$ cat src/verilog/dpg_consts.vh
// Constants for the playback gain and limiter path: register indexes, field positions,
// reset values and timing figures.
// Assumes inclusion by bare name from the design file; definitions only.
`ifndef DPG_CONSTS_VH
`define DPG_CONSTS_VH

// Register indexes; byte address is four times the index
`define DPG_IDX_POWER 6'h03
`define DPG_IDX_CTRL 6'h0A
`define DPG_IDX_LEVEL 6'h0B
`define DPG_IDX_LIM_A 6'h18
`define DPG_IDX_LIM_B 6'h19
`define DPG_IDX_STATUS 6'h1F

// Reset values
`define DPG_RST_POWER 9'h000
`define DPG_RST_CTRL 9'h000
`define DPG_RST_LEVEL 9'h0FF
`define DPG_RST_LIM_A 9'h032
`define DPG_RST_LIM_B 9'h000

// Field positions
`define DPG_POWER_EN_BIT 0
`define DPG_CTRL_SILENCE_BIT 6
`define DPG_CTRL_ZRUN_BIT 2
`define DPG_CTRL_INVERT_BIT 0
`define DPG_LEVEL_RANGE 7:0
`define DPG_LIM_EN_BIT 8
`define DPG_LIM_DCY_RANGE 7:4
`define DPG_LIM_ATK_RANGE 3:0
`define DPG_LIM_THR_RANGE 6:4
`define DPG_LIM_BOOST_RANGE 3:0

// Gain arithmetic
`define DPG_BOOST_MAX 4'hC
`define DPG_THR_SEL_MAX 3'h5
`define DPG_SOFT_MAX 8'hFF
`define DPG_LIM_ATT_MAX 7'h48
`define DPG_HEADROOM 10'h018
`define DPG_STEPS_PER_6DB 12
`define DPG_FRAC_BITS 13
`define DPG_PROD_W 41
`define DPG_FULL_POS 24'h7F_FFFF
`define DPG_FULL_NEG 24'h80_0000

// Zero run length before the automatic mute
`define DPG_ZERO_RUN 11'h400

// Limiter timing: times in microseconds at the reference sample rate
`define DPG_REF_RATE_HZ 44100
`define DPG_US_PER_S 1000000
`define DPG_ATK_BASE_US 94
`define DPG_DCY_BASE_US 750
`define DPG_RATE_CODE_MAX 4'hB

// Oversampling: clock divider and interpolator smoothing shift
`define DPG_OSR_DIV 8'h28
`define DPG_INTERP_SHIFT 4
`define DPG_SD_FRAC 20

`endif

$ cat src/verilog/dpg_playback_gain_limiter.v
// Playback digital path: volume, soft silence, peak limiter with lift gain, automute,
// polarity, 24-bit interpolation and a multi-bit first-order sigma-delta modulator.
// Assumes samples arrive as parallel 24-bit words with a one-cycle valid from the
// audio interface on the same clock, and an APB3 master on the register side.
//
// Summary of operation
// - Power bit enables filters and converter together.
// - Samples come from the playback input, then volume and limiter, then modulator.
// - Level code X gives 0.5*(X-255) dB; code zero silences output.
// - Level field bits 7:0 resets to all ones, unity gain.
// - Soft silence bit 6 ramps gain to zero; clearing steps back up.
// - Interpolation at 24-bit precision feeding a multi-bit sigma-delta bitstream.
// - Output non-inverted by default; invert control flips polarity.
// - With automute on, mute after 1024 zero samples; release on non-zero.
// - Automute enable is control bit 2, reset zero.
// - Limiter enable is bit 8 of limiter register A, reset zero.
// - Above upper threshold, reduce gain at attack rate; stop when below.
// - Below lower threshold, raise gain at decay rate up to target gain.
// - Upper threshold 0.5dB above level, lower 0.5dB below.
// - Threshold field bits 6:4 reset 000; -1dB to -5dB, then -6dB.
// - Decay bits 7:4 reset 0011; 750us doubling to 1.536s per 6dB.
// - Attack bits 3:0 reset 0010; 94us doubling to 192ms per 6dB.
// - Lift gain 0dB to +12dB in 1dB steps; codes above twelve reserved.
// - With limiter off, lift gain still applies as fixed boost.
`timescale 1ns/1ps
`include "dpg_consts.vh"

module dpg_playback_gain_limiter
(
	input wire clock,
	input wire rst,
	input wire [7:0] paddr,
	input wire psel,
	input wire penable,
	input wire pwrite,
	input wire [31:0] pwdata,
	output wire [31:0] prdata,
	output wire pready,
	output wire pslverr,
	input wire [23:0] playbackSerialIn,
	input wire playbackSerialValid,
	output wire [3:0] modCode,
	output wire modStrobe,
	output wire analogMute,
	output wire converterActive
);

	localparam integer ATK_BASE_I = (`DPG_ATK_BASE_US * `DPG_REF_RATE_HZ) / `DPG_US_PER_S;
	localparam integer DCY_BASE_I = (`DPG_DCY_BASE_US * `DPG_REF_RATE_HZ) / `DPG_US_PER_S;
	localparam integer STEPS_I = `DPG_STEPS_PER_6DB;
	localparam [16:0] ATK_BASE = ATK_BASE_I[16:0];
	localparam [16:0] DCY_BASE = DCY_BASE_I[16:0];
	localparam [17:0] STEP_INC = STEPS_I[17:0];

	////////////////////////////////////////////////////////////////////////////
	// Helper functions

	// Q15 gain of one 0.5dB step position inside a 6dB octave
	function [15:0] mantissa;
		input [3:0] k;
		begin
			case (k)
				4'h0: mantissa = 16'h8000;
				4'h1: mantissa = 16'h78D7;
				4'h2: mantissa = 16'h7215;
				4'h3: mantissa = 16'h6BB3;
				4'h4: mantissa = 16'h65AD;
				4'h5: mantissa = 16'h5FFD;
				4'h6: mantissa = 16'h5A9E;
				4'h7: mantissa = 16'h558C;
				4'h8: mantissa = 16'h50C3;
				4'h9: mantissa = 16'h4C3F;
				4'hA: mantissa = 16'h47FB;
				4'hB: mantissa = 16'h43F4;
				default: mantissa = 16'h8000;
			endcase
		end
	endfunction

	// Full-scale magnitude attenuated by idx half-dB steps, idx below 16
	function [23:0] threshLevel;
		input [3:0] idx;
		begin
			if (idx < `DPG_STEPS_PER_6DB)
				threshLevel = {mantissa(idx), 8'h00};
			else
				threshLevel = {1'b0, mantissa(idx - 4'hC), 7'h00};
		end
	endfunction

	// Fractional step accumulator: returns step flag and next accumulator
	function [17:0] stepAcc;
		input [16:0] acc;
		input [16:0] period;
		reg [17:0] sum;
		begin
			sum = {1'b0, acc} + STEP_INC;
			if (sum >= {1'b0, period})
				stepAcc = {1'b1, sum[16:0] - period};
			else
				stepAcc = {1'b0, sum[16:0]};
		end
	endfunction

	// Samples per 6dB for a rate code, doubling per code up to the cap
	function [16:0] ratePeriod;
		input [16:0] base;
		input [3:0] code;
		reg [3:0] c;
		begin
			c = (code > `DPG_RATE_CODE_MAX) ? `DPG_RATE_CODE_MAX : code;
			ratePeriod = base << c;
		end
	endfunction

	////////////////////////////////////////////////////////////////////////////
	// Register file and APB slave

	reg [8:0] powerReg_reg;
	reg [8:0] ctrlReg_reg;
	reg [8:0] levelReg_reg;
	reg [8:0] limA_reg;
	reg [8:0] limB_reg;
	reg [31:0] prdata_reg;
	reg pready_reg;
	reg pslverr_reg;
	reg [31:0] readData;
	reg addrHit;
	reg [7:0] softAtt_reg;
	reg [6:0] limAtt_reg;
	reg [10:0] zeroRun_reg;

	wire [5:0] regIdx = paddr[7:2];
	wire apbAccess = psel & penable & ~pready_reg;
	// Completing edge of a transfer: writes commit only here
	wire apbDone = psel & penable & pready_reg;

	// Read mux and address decode
	always @*
	begin
		readData = 32'h0000_0000;
		addrHit = (paddr[1:0] == 2'b00);
		case (regIdx)
			`DPG_IDX_POWER: readData = {23'h00_0000, powerReg_reg};
			`DPG_IDX_CTRL: readData = {23'h00_0000, ctrlReg_reg};
			`DPG_IDX_LEVEL: readData = {23'h00_0000, levelReg_reg};
			`DPG_IDX_LIM_A: readData = {23'h00_0000, limA_reg};
			`DPG_IDX_LIM_B: readData = {23'h00_0000, limB_reg};
			`DPG_IDX_STATUS: readData = {8'h00, softAtt_reg, 1'b0, limAtt_reg, 7'h00, analogMute};
			default: addrHit = 1'b0;
		endcase
	end

	// Registers, one wait state per access: pready rises in the second access cycle
	always @(posedge clock)
	begin
		if (rst)
		begin
			powerReg_reg <= `DPG_RST_POWER;
			ctrlReg_reg <= `DPG_RST_CTRL;
			levelReg_reg <= `DPG_RST_LEVEL;
			limA_reg <= `DPG_RST_LIM_A;
			limB_reg <= `DPG_RST_LIM_B;
			prdata_reg <= 32'h0000_0000;
			pready_reg <= 1'b0;
			pslverr_reg <= 1'b0;
		end
		else
		begin
			pready_reg <= apbAccess;
			pslverr_reg <= apbAccess & ~addrHit;
			prdata_reg <= (apbAccess & ~pwrite & addrHit) ? readData : 32'h0000_0000;
			if (apbDone & pwrite & addrHit)
			begin
				case (regIdx)
					`DPG_IDX_POWER: powerReg_reg <= pwdata[8:0];
					`DPG_IDX_CTRL: ctrlReg_reg <= pwdata[8:0];
					`DPG_IDX_LEVEL: levelReg_reg <= pwdata[8:0];
					`DPG_IDX_LIM_A: limA_reg <= pwdata[8:0];
					`DPG_IDX_LIM_B: limB_reg <= pwdata[8:0];
					default: powerReg_reg <= powerReg_reg;
				endcase
			end
		end
	end

	////////////////////////////////////////////////////////////////////////////
	// Field decode

	wire powerOn = powerReg_reg[`DPG_POWER_EN_BIT];
	wire softSilence = ctrlReg_reg[`DPG_CTRL_SILENCE_BIT];
	wire zeroRunEn = ctrlReg_reg[`DPG_CTRL_ZRUN_BIT];
	wire phaseInvert = ctrlReg_reg[`DPG_CTRL_INVERT_BIT];
	wire [7:0] levelCode = levelReg_reg[`DPG_LEVEL_RANGE];
	wire limOn = limA_reg[`DPG_LIM_EN_BIT];
	wire [3:0] releaseRate = limA_reg[`DPG_LIM_DCY_RANGE];
	wire [3:0] onsetRate = limA_reg[`DPG_LIM_ATK_RANGE];
	wire [2:0] thrSelRaw = limB_reg[`DPG_LIM_THR_RANGE];
	wire [3:0] liftRaw = limB_reg[`DPG_LIM_BOOST_RANGE];

	// Reserved lift codes clamp to the top step; threshold codes above five share -6dB
	wire [3:0] liftGain = (liftRaw > `DPG_BOOST_MAX) ? `DPG_BOOST_MAX : liftRaw;
	wire [2:0] thrSel = (thrSelRaw > `DPG_THR_SEL_MAX) ? `DPG_THR_SEL_MAX : thrSelRaw;
	// Upper sits at level +0.5dB, lower at level -0.5dB, in half-dB steps
	wire [23:0] upperThr = threshLevel({thrSel, 1'b0} + 4'h1);
	wire [23:0] lowerThr = threshLevel({thrSel, 1'b0} + 4'h3);
	wire [16:0] onsetPeriod = ratePeriod(ATK_BASE, onsetRate);
	wire [16:0] releasePeriod = ratePeriod(DCY_BASE, releaseRate);

	////////////////////////////////////////////////////////////////////////////
	// Gain stage

	// Total attenuation in half-dB, offset by headroom so the full lift stays positive
	wire [9:0] attIdx = {2'b00, ~levelCode} + {2'b00, softAtt_reg} + {3'b000, limAtt_reg}
		+ `DPG_HEADROOM - {5'b00000, liftGain, 1'b0};
	wire [31:0] octaveWide = attIdx / `DPG_STEPS_PER_6DB;
	wire [31:0] stepWide = attIdx - octaveWide * `DPG_STEPS_PER_6DB;
	wire [31:0] shiftWide = octaveWide + `DPG_FRAC_BITS;
	wire [3:0] stepPos = stepWide[3:0];
	wire [6:0] shiftAmt = shiftWide[6:0];
	wire signed [23:0] sampleIn = playbackSerialIn;
	wire signed [16:0] gainMul = {1'b0, mantissa(stepPos)};
	wire signed [40:0] product = sampleIn * gainMul;
	wire signed [40:0] shifted = (shiftAmt >= `DPG_PROD_W) ? 41'sd0 : (product >>> shiftAmt);

	reg signed [23:0] gainSample;
	reg [23:0] peakMag;

	// Saturate the gained sample and take its magnitude for the limiter detector
	always @*
	begin
		gainSample = shifted[23:0];
		if (shifted > $signed({17'h0_0000, `DPG_FULL_POS}))
			gainSample = `DPG_FULL_POS;
		else if (shifted < $signed({17'h1_FFFF, `DPG_FULL_NEG}))
			gainSample = `DPG_FULL_NEG;
		peakMag = gainSample[23] ? (24'h00_0000 - gainSample) : gainSample;
	end

	////////////////////////////////////////////////////////////////////////////
	// Automute, soft silence, limiter and output sample

	reg [16:0] onsetAcc_reg;
	reg [16:0] releaseAcc_reg;
	reg signed [23:0] target_reg;
	reg analogMute_reg;

	wire muteNow = zeroRunEn & (sampleIn == 24'sd0) & (zeroRun_reg >= `DPG_ZERO_RUN - 11'h001);
	wire silenced = (levelCode == 8'h00) | (softAtt_reg == `DPG_SOFT_MAX) | muteNow;
	wire [17:0] onsetStep = stepAcc(onsetAcc_reg, onsetPeriod);
	wire [17:0] releaseStep = stepAcc(releaseAcc_reg, releasePeriod);
	wire signed [23:0] polSample = phaseInvert ?
		((gainSample == `DPG_FULL_NEG) ? `DPG_FULL_POS : -gainSample) : gainSample;

	// Per-sample state: zero-run count, silence ramp, limiter attenuation
	always @(posedge clock)
	begin
		if (rst | ~powerOn)
		begin
			zeroRun_reg <= 11'h000;
			softAtt_reg <= 8'h00;
			limAtt_reg <= 7'h00;
			onsetAcc_reg <= 17'h0_0000;
			releaseAcc_reg <= 17'h0_0000;
			target_reg <= 24'sd0;
			analogMute_reg <= 1'b0;
		end
		else if (playbackSerialValid)
		begin
			// First non-zero sample releases the mute at once
			if (sampleIn != 24'sd0)
				zeroRun_reg <= 11'h000;
			else if (zeroRun_reg < `DPG_ZERO_RUN)
				zeroRun_reg <= zeroRun_reg + 11'h001;
			analogMute_reg <= muteNow;
			// One half-dB step per sample toward silence or back
			if (softSilence && softAtt_reg != `DPG_SOFT_MAX)
				softAtt_reg <= softAtt_reg + 8'h01;
			else if (!softSilence && softAtt_reg != 8'h00)
				softAtt_reg <= softAtt_reg - 8'h01;
			// Limiter: attack above upper, decay below lower, hold in between
			if (!limOn)
			begin
				limAtt_reg <= 7'h00;
				onsetAcc_reg <= 17'h0_0000;
				releaseAcc_reg <= 17'h0_0000;
			end
			else if (peakMag > upperThr)
			begin
				onsetAcc_reg <= onsetStep[16:0];
				releaseAcc_reg <= 17'h0_0000;
				if (onsetStep[17] && limAtt_reg != `DPG_LIM_ATT_MAX)
					limAtt_reg <= limAtt_reg + 7'h01;
			end
			else if (peakMag < lowerThr)
			begin
				releaseAcc_reg <= releaseStep[16:0];
				onsetAcc_reg <= 17'h0_0000;
				if (releaseStep[17] && limAtt_reg != 7'h00)
					limAtt_reg <= limAtt_reg - 7'h01;
			end
			else
			begin
				onsetAcc_reg <= 17'h0_0000;
				releaseAcc_reg <= 17'h0_0000;
			end
			target_reg <= silenced ? 24'sd0 : polSample;
		end
	end

	////////////////////////////////////////////////////////////////////////////
	// Oversampling tick, interpolator and sigma-delta modulator

	reg [7:0] osrCount_reg;
	reg osrTick_reg;
	reg signed [23:0] interp_reg;
	reg [19:0] sdErr_reg;
	reg [3:0] modCode_reg;
	reg modStrobe_reg;
	reg converterActive_reg;

	wire signed [24:0] interpDiff = {target_reg[23], target_reg} - {interp_reg[23], interp_reg};
	wire signed [24:0] interpStep = interpDiff >>> `DPG_INTERP_SHIFT;
	wire signed [24:0] interpSum = {interp_reg[23], interp_reg} + interpStep;
	wire signed [24:0] sdSum = {interp_reg[23], interp_reg} + $signed({5'b00000, sdErr_reg});
	wire sdOverflow = (sdSum[24] != sdSum[23]);

	// Divider giving the oversampling enable
	always @(posedge clock)
	begin
		if (rst | ~powerOn)
		begin
			osrCount_reg <= 8'h00;
			osrTick_reg <= 1'b0;
		end
		else
		begin
			osrTick_reg <= (osrCount_reg == `DPG_OSR_DIV - 8'h01);
			osrCount_reg <= (osrCount_reg == `DPG_OSR_DIV - 8'h01) ? 8'h00 : osrCount_reg + 8'h01;
		end
	end

	// 24-bit smoothing interpolator and first-order multi-bit modulator
	always @(posedge clock)
	begin
		if (rst | ~powerOn)
		begin
			interp_reg <= 24'sd0;
			sdErr_reg <= 20'h0_0000;
			modCode_reg <= 4'h0;
			modStrobe_reg <= 1'b0;
			converterActive_reg <= 1'b0;
		end
		else
		begin
			converterActive_reg <= 1'b1;
			modStrobe_reg <= osrTick_reg;
			if (osrTick_reg)
			begin
				interp_reg <= interpSum[23:0];
				sdErr_reg <= sdOverflow ? 20'hF_FFFF : sdSum[`DPG_SD_FRAC - 1:0];
				modCode_reg <= sdOverflow ? 4'h7 : sdSum[23:`DPG_SD_FRAC];
			end
		end
	end

	////////////////////////////////////////////////////////////////////////////
	// Outputs

	assign prdata = prdata_reg;
	assign pready = pready_reg;
	assign pslverr = pslverr_reg;
	assign modCode = modCode_reg;
	assign modStrobe = modStrobe_reg;
	assign analogMute = analogMute_reg;
	assign converterActive = converterActive_reg;

endmodule

$ cat config.mk
export PLATFORM = sky130hd
export DESIGN_NAME = dpg_playback_gain_limiter
export DESIGN_NICKNAME = d
export VERILOG_FILES = /design/src/verilog/dpg_playback_gain_limiter.v
export VERILOG_INCLUDE_DIRS = /design/src /design/src/verilog
export SDC_FILE = /design/constraint.sdc
export NUM_CORES = 2
export LEC_CHECK = 0
export BUFFER_PORTS_ARGS = -buffer_cell sky130_fd_sc_hd__buf_2
export CAP_MARGIN = 20
export CORE_MARGIN = 5
export CORE_UTILIZATION = 65
export CTS_BUF_LIST = sky130_fd_sc_hd__clkbuf_4 sky130_fd_sc_hd__clkbuf_8
export DETAILED_ROUTE_END_ITERATION = 12
export PLACE_DENSITY = 0.83
export RECOVER_POWER = 50
export SYNTH_ARGS = -nofsm -noshare
export SYNTH_HDL_FRONTEND = slang
export SYNTH_SLANG_ARGS = --single-unit
$ cat constraint.sdc
create_clock -name clock -period 54.8 [get_ports clock]
set_input_delay 5.48 -clock clock [delete_from_list [all_inputs] [get_ports clock]]
set_output_delay 5.48 -clock clock [all_outputs]
set_load 0.05 [all_outputs]
==> metrics.csv <==
metric,value,unit
dpl hpwl,73.3,mm
register area share after synthesis,0.117,
critical path class,register to register,
largest area contributor in the netlist,fa_1,
Wirelength per Cell,18.2,um
first-pass GRT wire length,160,mm
gp weighted congestion,0.999,
detailed-router iteration count before antenna repair,9,
core area,0.0552,mm2
Max Slew Vio Count,165,
Overflow after GRT,0,
CP startpoint kind,register,
Post-synth EDFFs,0,
FMAX,40.6,MHz
"Primary FF master, synth",dfxtp_1,
# setup viols final,0,
Initial Util,0.656,
Clock transition at path regs,0.07,ns
outcome,finished with violations,
top post-synthesis cells by area,"fa_1 (22%), dfxtp_1 (12%), ha_1 (10%)",
#FFs+latches synth,212,
most frequent cells after synthesis,"inv_1 (644), nand2_1 (461), fa_1 (392), nor2_1 (309), ha_1 (291)",
async set-reset flop share out of synthesis,0,
fraction of layout cells with a size suffix above 1,0.0702,
hold buffers post-CTS,0,
CTS tree,yes,
PortBufs,78,
Critical Path Max Stage Delay,0.75,ns
CTS Sinks,212,
number of global-route vias before repair,32500,
crit path time final,24.63,ns
most frequent cell after synthesis,inv_1,
fin nets,5219,
CP max FO,39,
GR Util met2,0.531,
H-tree levels,2,
crit path max-delay cell type,nor2_2,
P_leak,0.0166,uW
worst rel slew slack,-1.19,
# IOs,111,
met1 layer usage reported by global route,0.425,
count of max-cap constraint violations,3,
Yosys cell types,107,
Worst setup EP type,register,
clock buffer depth,3,
CP Data Required Time,55.30,ns
failing checks,"capacitance limit, slew limit",
fin crit share,0.449,
Max Clock Skew,0.0363,ns
"Hold Vio Cnt, Final",0,
# rows,86,
Synth Cell Area,0.0362,mm2
Post-route DRC,0,
gr busiest metal,met2,
setup tns final,0,ns
WP data arrival,25.13,ns
post-synthesis area per instance,8.03,um2
Via-to-Cell Ratio,6.21,
RSZ-0062 raised after global routing,no,
GRT Util Overall,0.316,
Resized cells post-CTS,0,
grt met3 use,0.0461,
clk_lat worst skew,0.57,ns
Cells after Synth,4511,
chip height,246,um
Area Overhead vs Synth,4.35,%
Yosys Warn Count,0,
initial antenna violation count,1,
post-synth top area share,0.217,
Peak VDD IR,0.0206,mV
Die X,246,um
CTS buffer count,34,
initial drt markers,2908,
Min-Delay Path Class,register to register,
CTS Root Cell,clkbuf_8,
die area,0.0605,mm2
routed vias,32500,
largest net degree at the start of global routing,71,
Power Density,10.4,mW/mm2
post-CTS setup buffers,0,
"Non-Filler Cell Area, Final",0.0378,mm2
total wire length,95.5,mm
Least-Margin Pin Slew,3.28,ns
Antenna Nets Post-Route,0,
dpl cell area,0.0371,mm2
area by class of cell:
class / count / area, um2
clock inverters: 12 / 134
clock buffers: 48 / 629
well taps: 748 / 936
inverters: 648 / 2430
repair buffers: 126 / 706
fillers: 4445 / 17400
diodes: 1 / 2.50
multi-input cells: 3444 / 28700
flip-flops and latches: 212 / 4250
per-stage QoR:
| stage | hold slack (ns) | utilization | cells | setup slack, ns | power (uW) |
|---|---|---|---|---|---|
| 6_report | 0.453 | 0.685 | 5239 | 30.17 | 395 |
| 5_1_grt | 0.483 | 0.685 | 5239 | 28.72 | 412 |
| 4_1_cts | 0.455 | 0.685 | 5236 | 30.79 | 395 |
| 3_5_place_dp | 0.446 | 0.671 | 5176 | 30.85 | 240 |
| 3_3_place_gp | 0.432 | 0.671 | 5175 | 31.15 | 238 |
| 2_1_floorplan | 0.418 | - | 4523 | 34.60 | 217 |
layer usage:
metal | wire length (um) | share of wire | vias up
met3 | 7620 | 0.080 | 255
met4 | 3140 | 0.033 | 0
met1 | 39600 | 0.41 | 15800
li1 | - | - | 15100
met5 | 0 | 0 | -
met2 | 45200 | 0.47 | 1444
cell families (layout without fill, tap and decap cells):
group | after synthesis | count (layout) | share of synthesized area
buffers and inverters | 867 | 834 | 0.0931
AOI/OAI and AO/OA | 936 | 936 | 0.173
adders and majority gates | 683 | 683 | 0.317
other | 2 | 15 | 0.000207
muxes | 185 | 185 | 0.0615
and+or+nand+nor | 1436 | 1436 | 0.192
xor gates and xnor gates | 190 | 190 | 0.0466
DFF | 212 | 212 | 0.117
power breakdown:
| group | leakage (uW) | internal [uW] | switching [uW] |
|---|---|---|---|
| combinational | 0.0145 | 29.2 | 55.8 |
| sequential | 0.00171 | 154 | 0.0283 |
| clock | 0.000396 | 84.9 | 70.7 |
| total | 0.0166 | 268 | 127 |
critical path, delay by kind of cell, from the launching register on:
family          cells  cell delay [ns]
compound gates     29             7.96
xor+xnor            6             2.08
fa+ha+maj          16             6.79
buf+inv            14             2.41
flops               1             0.49
mux                 1             0.27
simple gates       18             4.51
final timing paths:
kind	depth (start not counted)	end	slack, ns	from
max	84	limAtt_reg[6]	30.17	softAtt_reg[1]
min	1	osrCount_reg[0]	0.45	osrCount_reg[0]
max reg2reg	84	limAtt_reg[6]	30.17	softAtt_reg[1]
min reg2reg	1	osrCount_reg[0]	0.45	osrCount_reg[0]
cells in the final DEF, fill, tap and decap left out, drive strengths merged, types with 110 or more instances in the layout:
master  count
nand3     110
and2      157
ha        291
nor2      313
xnor2     120
dfxtp     212
fa        392
inv       649
o21ai     175
a21oi     281
nand2     463
No activity file was read; power rests on OpenSTA's default activity.
